File: src/design/hbcsr_pkg.sv
// Constants and types for the host bridge configuration register slice
package hbcsr_pkg;

    // ------------------------------------------------------------------
    // Configuration offsets (byte addresses of aligned dwords, except the scrub word at 52h inside the 50h dword)
    // ------------------------------------------------------------------
    localparam logic [7:0] HBCSR_OFS_SUBSYS   = 8'h2c;
    localparam logic [7:0] HBCSR_OFS_CAPABILITY_LIST_POINTER   = 8'h34;
    localparam logic [7:0] HBCSR_OFS_CFG0     = 8'h50;
    localparam logic [7:0] HBCSR_OFS_SCRUB    = 8'h52;
    localparam logic [7:0] HBCSR_DWORD_MASK   = 8'hfc;

    // ------------------------------------------------------------------
    // Reset and fixed values
    // ------------------------------------------------------------------
    localparam logic [15:0] HBCSR_SUBSYS_RST   = 16'h0000;
    localparam logic [7:0]  HBCSR_CAP_OFFSET   = 8'h40;
    localparam logic [4:0]  HBCSR_CFG0_HI_RSV  = 5'h01;
    localparam logic        HBCSR_IN_ORDER_QUEUE_DEPTH_BIT_RST     = 1'h1;
    localparam logic [15:0] HBCSR_SCRUB_RST    = 16'h0000;

    // ------------------------------------------------------------------
    // Field positions
    // ------------------------------------------------------------------
    localparam int HBCSR_CFG0_IN_ORDER_QUEUE_DEPTH_BIT_BIT  = 2;
    localparam int HBCSR_SCRB_WFLAG_BIT = 9;
    localparam int HBCSR_SCRB_RFLAG_BIT = 8;
    localparam int HBCSR_SCRB_CNT_LO    = 5;
    localparam int HBCSR_SCRB_MODE_LO   = 0;

    // ------------------------------------------------------------------
    // Scrub mode codes
    // ------------------------------------------------------------------
    localparam logic [1:0] HBCSR_SCRUB_OFF = 2'h0;
    localparam logic [1:0] HBCSR_SCRUB_ON  = 2'h2;

    // ------------------------------------------------------------------
    // In-order queue depths
    // ------------------------------------------------------------------
    localparam logic [3:0] HBCSR_IOQ_SINGLE = 4'h1;
    localparam logic [3:0] HBCSR_IOQ_MAX    = 4'hc;

    typedef struct packed {
        logic [15:0] board_vendor_field;
        logic [15:0] board_product_field;
        logic        subsys_locked;
        logic        in_order_queue_depth_bit;
        logic        proc_reset_n_seen;
        logic [3:0]  in_order_queue;
        logic [1:0]  scrub_mode;
        logic [1:0]  scrub_count;
        logic        write_throttle_flag;
        logic        read_throttle_flag;
        logic [31:0] rdata;
    } hbcsr_state_s;

endpackage : hbcsr_pkg

File: src/design/hbcsr_regs.sv
// Configuration register slice: subsystem identity, pointer, strap, scrub

// Overview of operation
// - Vendor and product identity form one 32-bit register that locks on any first write to its dword.
// - The capability pointer is read-only and always returns 40h.
// - Bit 2 of the configuration register captures the strap line when processor reset releases.
// - A strap sampled asserted reads 0 and limits the in-order queue to one entry.
// - A strap sampled deasserted reads 1 and sets the in-order queue to twelve entries.
// - The configuration register resets to 0Ch, bits 7:3 reading 01h and bits 1:0 zero.
// - Hardware sets bit 9 on a throttled write; software clears it by writing zero.
// - Hardware sets bit 8 on a throttled read; software clears it by writing zero.
// - Bits 6:5 count completed scrub passes from zero, wrapping from 11 to 00.
// - Scrub mode 00 turns the scrubber off, 10 turns it on, 01 and 11 are reserved.
// - The scrub and thermal register resets to zero and its reserved bits read zero.
module hbcsr_regs
    import hbcsr_pkg::*;
(
    input  wire logic        clk,
    input  wire logic        rst,
    input  wire logic [7:0]  cfg_addr,
    input  wire logic        cfg_wr,
    input  wire logic        cfg_rd,
    input  wire logic [3:0]  cfg_be,
    input  wire logic [31:0] cfg_wdata,
    output logic      [31:0] cfg_rdata,
    input  wire logic        processor_reset_n,
    input  wire logic        address_strap_line_n,
    input  wire logic        scrub_pass_done,
    input  wire logic        write_throttled,
    input  wire logic        read_throttled,
    output logic             scrub_enable,
    output logic      [3:0]  in_order_queue_depth
);

    // ------------------------------------------------------------------
    // State
    // ------------------------------------------------------------------
    hbcsr_state_s state_reg;
    hbcsr_state_s state_next;

    logic [7:0]  dword_addr;
    logic        hit_subsys;
    logic        hit_capability_list_pointer;
    logic        hit_cfg0;
    logic [7:0]  cfg0_value;
    logic [15:0] scrub_value;

    assign dword_addr = cfg_addr & HBCSR_DWORD_MASK;
    assign hit_subsys = (dword_addr == HBCSR_OFS_SUBSYS);
    assign hit_capability_list_pointer = (dword_addr == HBCSR_OFS_CAPABILITY_LIST_POINTER);
    assign hit_cfg0   = (dword_addr == HBCSR_OFS_CFG0);

    // ------------------------------------------------------------------
    // Read views
    // ------------------------------------------------------------------
    always_comb begin
        cfg0_value = {HBCSR_CFG0_HI_RSV,
                      state_reg.in_order_queue_depth_bit, 2'h0};
        scrub_value = HBCSR_SCRUB_RST;
        scrub_value[HBCSR_SCRB_WFLAG_BIT] = state_reg.write_throttle_flag;
        scrub_value[HBCSR_SCRB_RFLAG_BIT] = state_reg.read_throttle_flag;
        scrub_value[HBCSR_SCRB_CNT_LO +: 2] = state_reg.scrub_count;
        scrub_value[HBCSR_SCRB_MODE_LO +: 2] = state_reg.scrub_mode;
    end

    // ------------------------------------------------------------------
    // Next state
    // ------------------------------------------------------------------
    always_comb begin
        state_next = state_reg;

        // Write-once identity pair
        if (cfg_wr && hit_subsys && !state_reg.subsys_locked) begin
            if (cfg_be[0]) begin
                state_next.board_vendor_field[7:0] = cfg_wdata[7:0];
            end
            if (cfg_be[1]) begin
                state_next.board_vendor_field[15:8] = cfg_wdata[15:8];
            end
            if (cfg_be[2]) begin
                state_next.board_product_field[7:0] = cfg_wdata[23:16];
            end
            if (cfg_be[3]) begin
                state_next.board_product_field[15:8] = cfg_wdata[31:24];
            end
        end
        if (cfg_wr && hit_subsys) begin
            state_next.subsys_locked = 1'b1;
        end

        // Strap capture on processor reset release
        state_next.proc_reset_n_seen = processor_reset_n;
        if (processor_reset_n && !state_reg.proc_reset_n_seen) begin
            state_next.in_order_queue_depth_bit = address_strap_line_n;
            state_next.in_order_queue = address_strap_line_n
                                        ? HBCSR_IOQ_MAX
                                        : HBCSR_IOQ_SINGLE;
        end

        // Scrub mode and thermal flags, software side
        if (cfg_wr && hit_cfg0 && cfg_be[2]) begin
            state_next.scrub_mode =
                cfg_wdata[16 + HBCSR_SCRB_MODE_LO +: 2];
        end
        if (cfg_wr && hit_cfg0 && cfg_be[3]) begin
            if (!cfg_wdata[16 + HBCSR_SCRB_WFLAG_BIT]) begin
                state_next.write_throttle_flag = 1'b0;
            end
            if (!cfg_wdata[16 + HBCSR_SCRB_RFLAG_BIT]) begin
                state_next.read_throttle_flag = 1'b0;
            end
        end

        // Hardware events win over a same-cycle clear
        if (write_throttled) begin
            state_next.write_throttle_flag = 1'b1;
        end
        if (read_throttled) begin
            state_next.read_throttle_flag = 1'b1;
        end
        if (scrub_pass_done) begin
            state_next.scrub_count = state_reg.scrub_count + 2'h1;
        end

        // Registered read data, zero for unmapped dwords
        if (cfg_rd) begin
            if (hit_subsys) begin
                state_next.rdata = {state_reg.board_product_field,
                                    state_reg.board_vendor_field};
            end else if (hit_capability_list_pointer) begin
                state_next.rdata = {24'h000000, HBCSR_CAP_OFFSET};
            end else if (hit_cfg0) begin
                state_next.rdata = {scrub_value, 8'h00, cfg0_value};
            end else begin
                state_next.rdata = 32'h00000000;
            end
        end
    end

    // ------------------------------------------------------------------
    // Registers
    // ------------------------------------------------------------------
    always_ff @(posedge clk or posedge rst) begin
        if (rst) begin
            state_reg.board_vendor_field       <= HBCSR_SUBSYS_RST;
            state_reg.board_product_field      <= HBCSR_SUBSYS_RST;
            state_reg.subsys_locked            <= 1'b0;
            state_reg.in_order_queue_depth_bit <= HBCSR_IN_ORDER_QUEUE_DEPTH_BIT_RST;
            state_reg.proc_reset_n_seen        <= 1'b0;
            state_reg.in_order_queue           <= HBCSR_IOQ_MAX;
            state_reg.scrub_mode               <= HBCSR_SCRUB_OFF;
            state_reg.scrub_count              <= 2'h0;
            state_reg.write_throttle_flag      <= 1'b0;
            state_reg.read_throttle_flag       <= 1'b0;
            state_reg.rdata                    <= 32'h00000000;
        end else begin
            state_reg <= state_next;
        end
    end

    // ------------------------------------------------------------------
    // Outputs
    // ------------------------------------------------------------------
    assign cfg_rdata            = state_reg.rdata;
    assign scrub_enable         = (state_reg.scrub_mode == HBCSR_SCRUB_ON);
    assign in_order_queue_depth = state_reg.in_order_queue;

endmodule // hbcsr_regs

File: config.mk
export PLATFORM = sky130hd
export DESIGN_NAME = hbcsr_regs
export DESIGN_NICKNAME = d
export VERILOG_FILES = /design/src/design/hbcsr_pkg.sv /design/src/design/hbcsr_regs.sv
export SDC_FILE = /design/constraint.sdc
export NUM_CORES = 1
export LEC_CHECK = 0
export ABC_AREA = 0
export BUFFER_PORTS_ARGS = -buffer_cell sky130_fd_sc_hd__buf_2
export CAP_MARGIN = 0
export CORE_ASPECT_RATIO = 0.8
export CORE_MARGIN = 3
export CORE_UTILIZATION = 52
export CTS_CLUSTER_DIAMETER = 150
export CTS_CLUSTER_SIZE = 25
export DETAILED_ROUTE_END_ITERATION = 10
export HOLD_SLACK_MARGIN = 0.06
export PLACE_DENSITY = 0.87
export RECOVER_POWER = 100
export SYNTH_ARGS = -nofsm -noshare
export SYNTH_HDL_FRONTEND = slang
export SYNTH_SLANG_ARGS = --single-unit
File: constraint.sdc
create_clock -name clk -period 3.1 [get_ports clk]
set_input_delay 0.465 -clock clk [delete_from_list [all_inputs] [get_ports clk]]
set_output_delay 0.465 -clock clk [all_outputs]
set_load 0.05 [all_outputs]
==> results of run 1 <==
[cell families (layout without fill, tap and decap cells)]
logic type                count (synthesis)  after routing  synth area share [%]
other                                     1              1                 0.112
buffers and inverters                    76            132                  13.1
muxes                                    34             34                  12.3
DFF                                      74             74                  55.4
and+or+nand+nor                          66             66                  10.5
AOI/OAI and AO/OA                        41             41                  7.97
xor gates and xnor gates                  2              2                 0.524
[layer usage]
metal,global-route usage [%],wire (um),vias to the layer above
li1,-,-,1065
met1,27.5,2950,1070
met2,28.2,2980,88
met3,6.10,517,9
met4,5.68,82,0
met5,0,0,-
[placed cells by master (no fill, tap or decap), types with 2 or more instances in the layout]
| cell type | synthesis | layout |
|---|---|---|
| o22ai_1 | 24 | 24 |
| inv_1 | 26 | 26 |
| nor2b_1 | 3 | 3 |
| a31o_2 | 2 | 2 |
| nand2_1 | 26 | 26 |
| nor2_1 | 12 | 12 |
| a31oi_1 | 8 | 8 |
| mux2_2 | 24 | 24 |
| a21oi_1 | 3 | 3 |
| inv_6 | 0 | 2 |
| clkbuf_1 | 9 | 40 |
| a41oi_1 | 2 | 2 |
| nand3_1 | 14 | 17 |
| mux2_1 | 2 | 10 |
| dfrtp_1 | 73 | 73 |
| clkbuf_8 | 0 | 9 |
| buf_2 | 3 | 47 |
| buf_4 | 36 | 2 |
| clkinvlp_4 | 0 | 2 |
[cell type report]
| class | instances | area, um2 |
|---|---|---|
| fillers | 534 | 2390 |
| clock buffers | 9 | 124 |
| inverters | 26 | 97.6 |
| repair buffers | 90 | 420 |
| clock inverters | 7 | 76.3 |
| flip-flops and latches | 74 | 1850 |
| well taps | 81 | 101 |
| multi-input cells | 144 | 1000 |
[power by group]
| part | total (uW) | switching [uW] | internal [uW] |
|---|---|---|---|
| Combinational | 229 | 143 | 86.7 |
| Clock | 744 | 367 | 377 |
| Sequential | 1070 | 39.7 | 1030 |
| Total | 2040 | 549 | 1490 |
[stage by stage]
stage	utilization (%)	cell area, um2	power [uW]
6_report	60.5	3670	2040
5_1_grt	60.5	3670	2150
4_1_cts	62.2	3780	2080
3_5_place_dp	58.9	3580	1340
3_3_place_gp	58.9	3580	1320
2_1_floorplan	-	3340	1270
[worst min-delay path by stage]
stage                          startpoint                         end  slack [ns]  depth (start not counted)
2_1_floorplan  scrub_value[6]$_DFFE_PP0P_  scrub_value[6]$_DFFE_PP0P_        0.44                          1
3_3_place_gp   scrub_value[6]$_DFFE_PP0P_  scrub_value[6]$_DFFE_PP0P_        0.46                          1
3_5_place_dp   scrub_value[6]$_DFFE_PP0P_  scrub_value[6]$_DFFE_PP0P_        0.48                          1
4_1_cts                               rst   cfg_rdata[20]$_DFFE_PP0P_        0.26                          2
5_1_grt                 processor_reset_n     state_reg[42]$_DFF_PP0_        0.29                          1
6_report                processor_reset_n     state_reg[42]$_DFF_PP0_        0.29                          1
==> flow_summary.yaml, run 1 <==
final_layout:
  n_antenna_cell: 0
  final_net_count: 398
  syn_to_final_growth_pct: 9.84
  final_cells: 431
  drive_gt1_share_pct: 26.9
  largest_reg_flops: 34
floorplanning:
  die_w_um: 95.7
  dieHeight_um: 77.7
  ioPinCount: 90
  dieArea_um2: 7440
  fp-row-count: 25
  initial_utilization_pct: 55.1
  core_um2: 6070
worst_setup_path:
  slowest_stage: "and4bb_1"
  critPathTopFamily: "simple AND/OR/NAND/NOR gates"
  critical_path_buf_inv_count: 2
  critPathRequiredTime_ns: 3.33
  endpoint: "state_reg[55]$_DFFE_PP0P_"
  start_kind: "primary input"
  slowest_delay_ns: 0.48
  cp.depth: 5
  crit_top_cell: "clkbuf_1"
  r2r-end: "state_reg[55]$_DFFE_PP0P_"
  path_class: "in -> reg"
  critPathMaxFanout: 9
  rrSetupSlack_ns: 1.44
  crit_path_start: "cfg_addr[7]"
  r2r_cells: 3
  cp_data_arrival_time_ns: 2.34
  rr_startpoint: "state_reg[44]$_DFFE_PP0P_"
  crit_chain: "clkbuf_1, and4bb_1, clkbuf_1, nand3_1, mux2_2"
  cp-end-kind: "register"
global_routing:
  antenna_found_initial: 0
  grt-ovfl-total: 0
  grt_usage_pct: 19.3
  grt_start_max_net_pins: 65
  grt_pass1_wl_mm: 11.0
  grt_pass1_vias: 2230
synth:
  synth_area_leader_cell: "dfrtp_1"
  syn_avg_cell_area_um2: 11.4
  yosysMostFrequentCell: "dfrtp_1"
  synth_area_um2: 3340
  ys_types: 33
  yosysTopAreaCellShare_pct: 54.6
  synth_common_cells: "73 x dfrtp_1, 36 x buf_4, 26 x inv_1, 26 x nand2_1"
  synth_seq_area_share_pct: 55.4
  synth_ff_type: "dfrtp_1"
  synth_seq_cells: 74
  synthArstFlopShare_pct: 100
  synth_cells: 294
  ys_warn_count: 0
  synthTopCellsByArea: "dfrtp_1 55%, buf_4 8.1%, mux2_2 8.1%"
  synth_edf_count: 0
  syn_nets: 347
detailed_routing:
  drt_iter0_drc: 102
  vias_per_cell: 5.18
  dr_total_vias: 2232
  dr.pass1.iters: 4
  drcViolationCount: 0
  wl_per_cell_um: 15.2
  drt-total-wl_mm: 6.53
  ant_nets: 0
placed_design:
  place_ws_ns: 0.947
  portBuffers: 86
  dpl.hpwl_mm: 4.57
  place_congestion: 0.767
  dp.cells: 415
run:
  maxCapViolCount: 0
cts:
  clock-sinks: 74
  numCtsBuffers: 9
  clk_path_buf_depth: 2
  cts_resized: 0
  h-tree-depth: 3
  clockRootBuffer: "clkbuf_8"
  cts_tree: "done"
  cts_setup_buffers: 0
  clk_pin_slew_worst_paths_ns: 0.08
  clkLatencyLatePin_ns: 0.34
  cts_hold_buf: 0
pwr:
  cellLeakagePower_uw: 0.00169
  power_density_nw_per_um2: 556
  ir_drop_mv: 0.258
sta:
  setup_tns_ns: 0
  setup_ws_ns: 0.994
  worst_clock_skew_ns: 0.00761
  final-hold-violation-count: 0
  period_share_pct: 67.9
  relSlewSlack_pct: 9.61
  hold_ws_ns: 0.294
  finalSetupViolCount: 0
  fin_crit_ns: 2.11
  rsz0062_at_grt: "false"
  worst_slew_pin_slew_ns: 1.35
  drv_slew: 0
  fmaxAchievable_mhz: 475
worst_hold_path:
  hp-class: "in -> reg"
run_status:
  status: "finished, final reports clean"
(Power assumes the default switching activity.)
==> run 2: changes to the inputs <==
--- a/config.mk
+++ b/config.mk
@@ -10,12 +10,12 @@
 export CAP_MARGIN = 0
 export CORE_ASPECT_RATIO = 0.8
 export CORE_MARGIN = 3
-export CORE_UTILIZATION = 52
+export CORE_UTILIZATION = 47
 export CTS_CLUSTER_DIAMETER = 150
 export CTS_CLUSTER_SIZE = 25
 export DETAILED_ROUTE_END_ITERATION = 10
 export HOLD_SLACK_MARGIN = 0.06
-export PLACE_DENSITY = 0.87
+export PLACE_DENSITY = 0.83
 export RECOVER_POWER = 100
 export SYNTH_ARGS = -nofsm -noshare
 export SYNTH_HDL_FRONTEND = slang
==> constraint.sdc (replaced) <==
create_clock -name clk -period 1.9 [get_ports clk]
set_input_delay 0.285 -clock clk [delete_from_list [all_inputs] [get_ports clk]]
set_output_delay 0.285 -clock clk [all_outputs]
set_load 0.05 [all_outputs]
==> run 2 against run 1 <==
  * Die area is 9.9% higher
  * Via count increased by 0.76%
  * Total power grew 81%
  * Sequential share of layout area fell by 1.4 points
  * Combinational power grew 69%
  * Non-clock buffer count is 6 higher
  * Largest cell class unchanged
  * Global-route usage fell by 1.6 points
  * Critical path type is now reg -> reg
==> flow_summary.yaml, run 2 (synthesis gave the netlist of run 1 again) <==
cts:
  numCtsBuffers: 9
  cts_resized: 0
  clk_pin_slew_worst_paths_ns: 0.07
  clk_path_buf_depth: 2
  cts_hold_buf: 1
  h-tree-depth: 3
  cts_tree: "done"
  clkLatencyLatePin_ns: 0.35
  clock-sinks: 74
  cts_setup_buffers: 0
  clockRootBuffer: "clkbuf_8"
sta:
  finalSetupViolCount: 0
  relSlewSlack_pct: 23.2
  hold_ws_ns: 0.131
  final-hold-violation-count: 0
  rsz0062_at_grt: "false"
  setup_tns_ns: 0
  fmaxAchievable_mhz: 617
  fin_crit_ns: 1.62
  worst_clock_skew_ns: 0.00710
  period_share_pct: 85.3
  drv_slew: 0
  worst_slew_pin_slew_ns: 1.15
final_layout:
  final_common_cell: "dfrtp_1"
  drive_gt1_share_pct: 28.2
  final_cells: 439
  largest_reg_flops: 34
  final_cell_mix: "73 x dfrtp_1, 48 x buf_2, 40 x clkbuf_1"
  design_area_um2: 3780
  n_antenna_cell: 0
  n_fill_cell: 632
  syn_to_final_growth_pct: 13.1
  final_net_count: 404
detailed_routing:
  drt_iter0_drc: 102
  drt-total-wl_mm: 6.66
  wl_per_cell_um: 15.2
  dr.pass1.iters: 4
  ant_nets: 0
  drcViolationCount: 0
  dr_total_vias: 2249
  vias_per_cell: 5.12
floorplanning:
  fp-row-count: 26
  dieArea_um2: 8170
  initial_utilization_pct: 50.4
  dieHeight_um: 81.5
  die_w_um: 100
  ioPinCount: 90
  core_um2: 6640
pwr:
  ir_drop_mv: 0.518
  cellLeakagePower_uw: 0.00176
  p_total_uw: 3700
  power_density_nw_per_um2: 979
placed_design:
  dpl.hpwl_mm: 4.83
  portBuffers: 86
  dp.cells: 423
  place_congestion: 0.796
  place_area_um2: 3630
run:
  maxCapViolCount: 0
global_routing:
  antenna_found_initial: 0
  grt_pass1_vias: 2342
  grt_start_max_net_pins: 65
  grt-ovfl-total: 0
  grt_usage_pct: 17.6
  grt_pass1_wl_mm: 11.2
worst_hold_path:
  hp-class: "in -> reg"
worst_setup_path:
  cp-end-kind: "register"
  cp_data_arrival_time_ns: 1.85
  critPathMaxFanout: 8
  start_kind: "register"
  path_class: "reg -> reg"
  critPathRequiredTime_ns: 2.13
run_status:
  status: "finished, final reports clean"
-- run 2: layout make-up --
type / instances / area, um2 / share of cell area [%]
Clock buffer: 9 / 124 / 3.28
Multi-Input combinational cell: 144 / 1000 / 26.4
Timing Repair Buffer: 96 / 470 / 12.4
Clock inverter: 6 / 130 / 3.44
Inverter: 26 / 98.8 / 2.61
Tap cell: 84 / 105 / 2.78
Sequential cell: 74 / 1850 / 49.0
-- run 2: final timing paths --
| check | startpoint | endpoint | slack [ns] | cells after the start |
|---|---|---|---|---|
| min in group asynchronous | rst | scrub_value[6]$_DFFE_PP0P_ | 0.70 | 3 |
| worst min-delay path | processor_reset_n | state_reg[42]$_DFF_PP0_ | 0.13 | 1 |
| worst max-delay path | state_reg[44]$_DFFE_PP0P_ | state_reg[74]$_DFFE_PP0P_ | 0.28 | 3 |
| max in group asynchronous | rst | state_reg[65]$_DFFE_PP0P_ | 0.40 | 4 |
| worst min register to register | scrub_value[6]$_DFFE_PP0P_ | scrub_value[6]$_DFFE_PP0P_ | 0.50 | 1 |
| worst max register to register | state_reg[44]$_DFFE_PP0P_ | state_reg[74]$_DFFE_PP0P_ | 0.28 | 3 |
-- run 2: layer usage --
| layer | vias to the layer above | GRT usage [%] | share of wire [%] |
|---|---|---|---|
| met5 | - | 0 | 0 |
| met4 | 0 | 6.46 | 1.3 |
| met3 | 9 | 5.35 | 7.1 |
| met2 | 78 | 28.9 | 48 |
| met1 | 1086 | 22.3 | 44 |
| li1 | 1076 | - | - |
-- run 2: report_power, final --
| group | internal, uW | switching (uW) |
|---|---|---|
| Combinational | 150 | 236 |
| Clock | 993 | 573 |
| Sequential | 1680 | 68.4 |
-- run 2: critical path, stage by stage, from the launching register on --
cell and delay [ns]:
dfrtp_1 0.40, and4bb_1 0.35, nand3_1 0.36, mux2_2 0.40
-- run 2: stage by stage --
stage	setup slack, ns	util [%]
detailed placement	0.268	54.8
finish	0.280	57.0
floorplan	0.526	-
CTS	0.420	58.7
global placement	0.297	54.8
global route	0.205	57.0
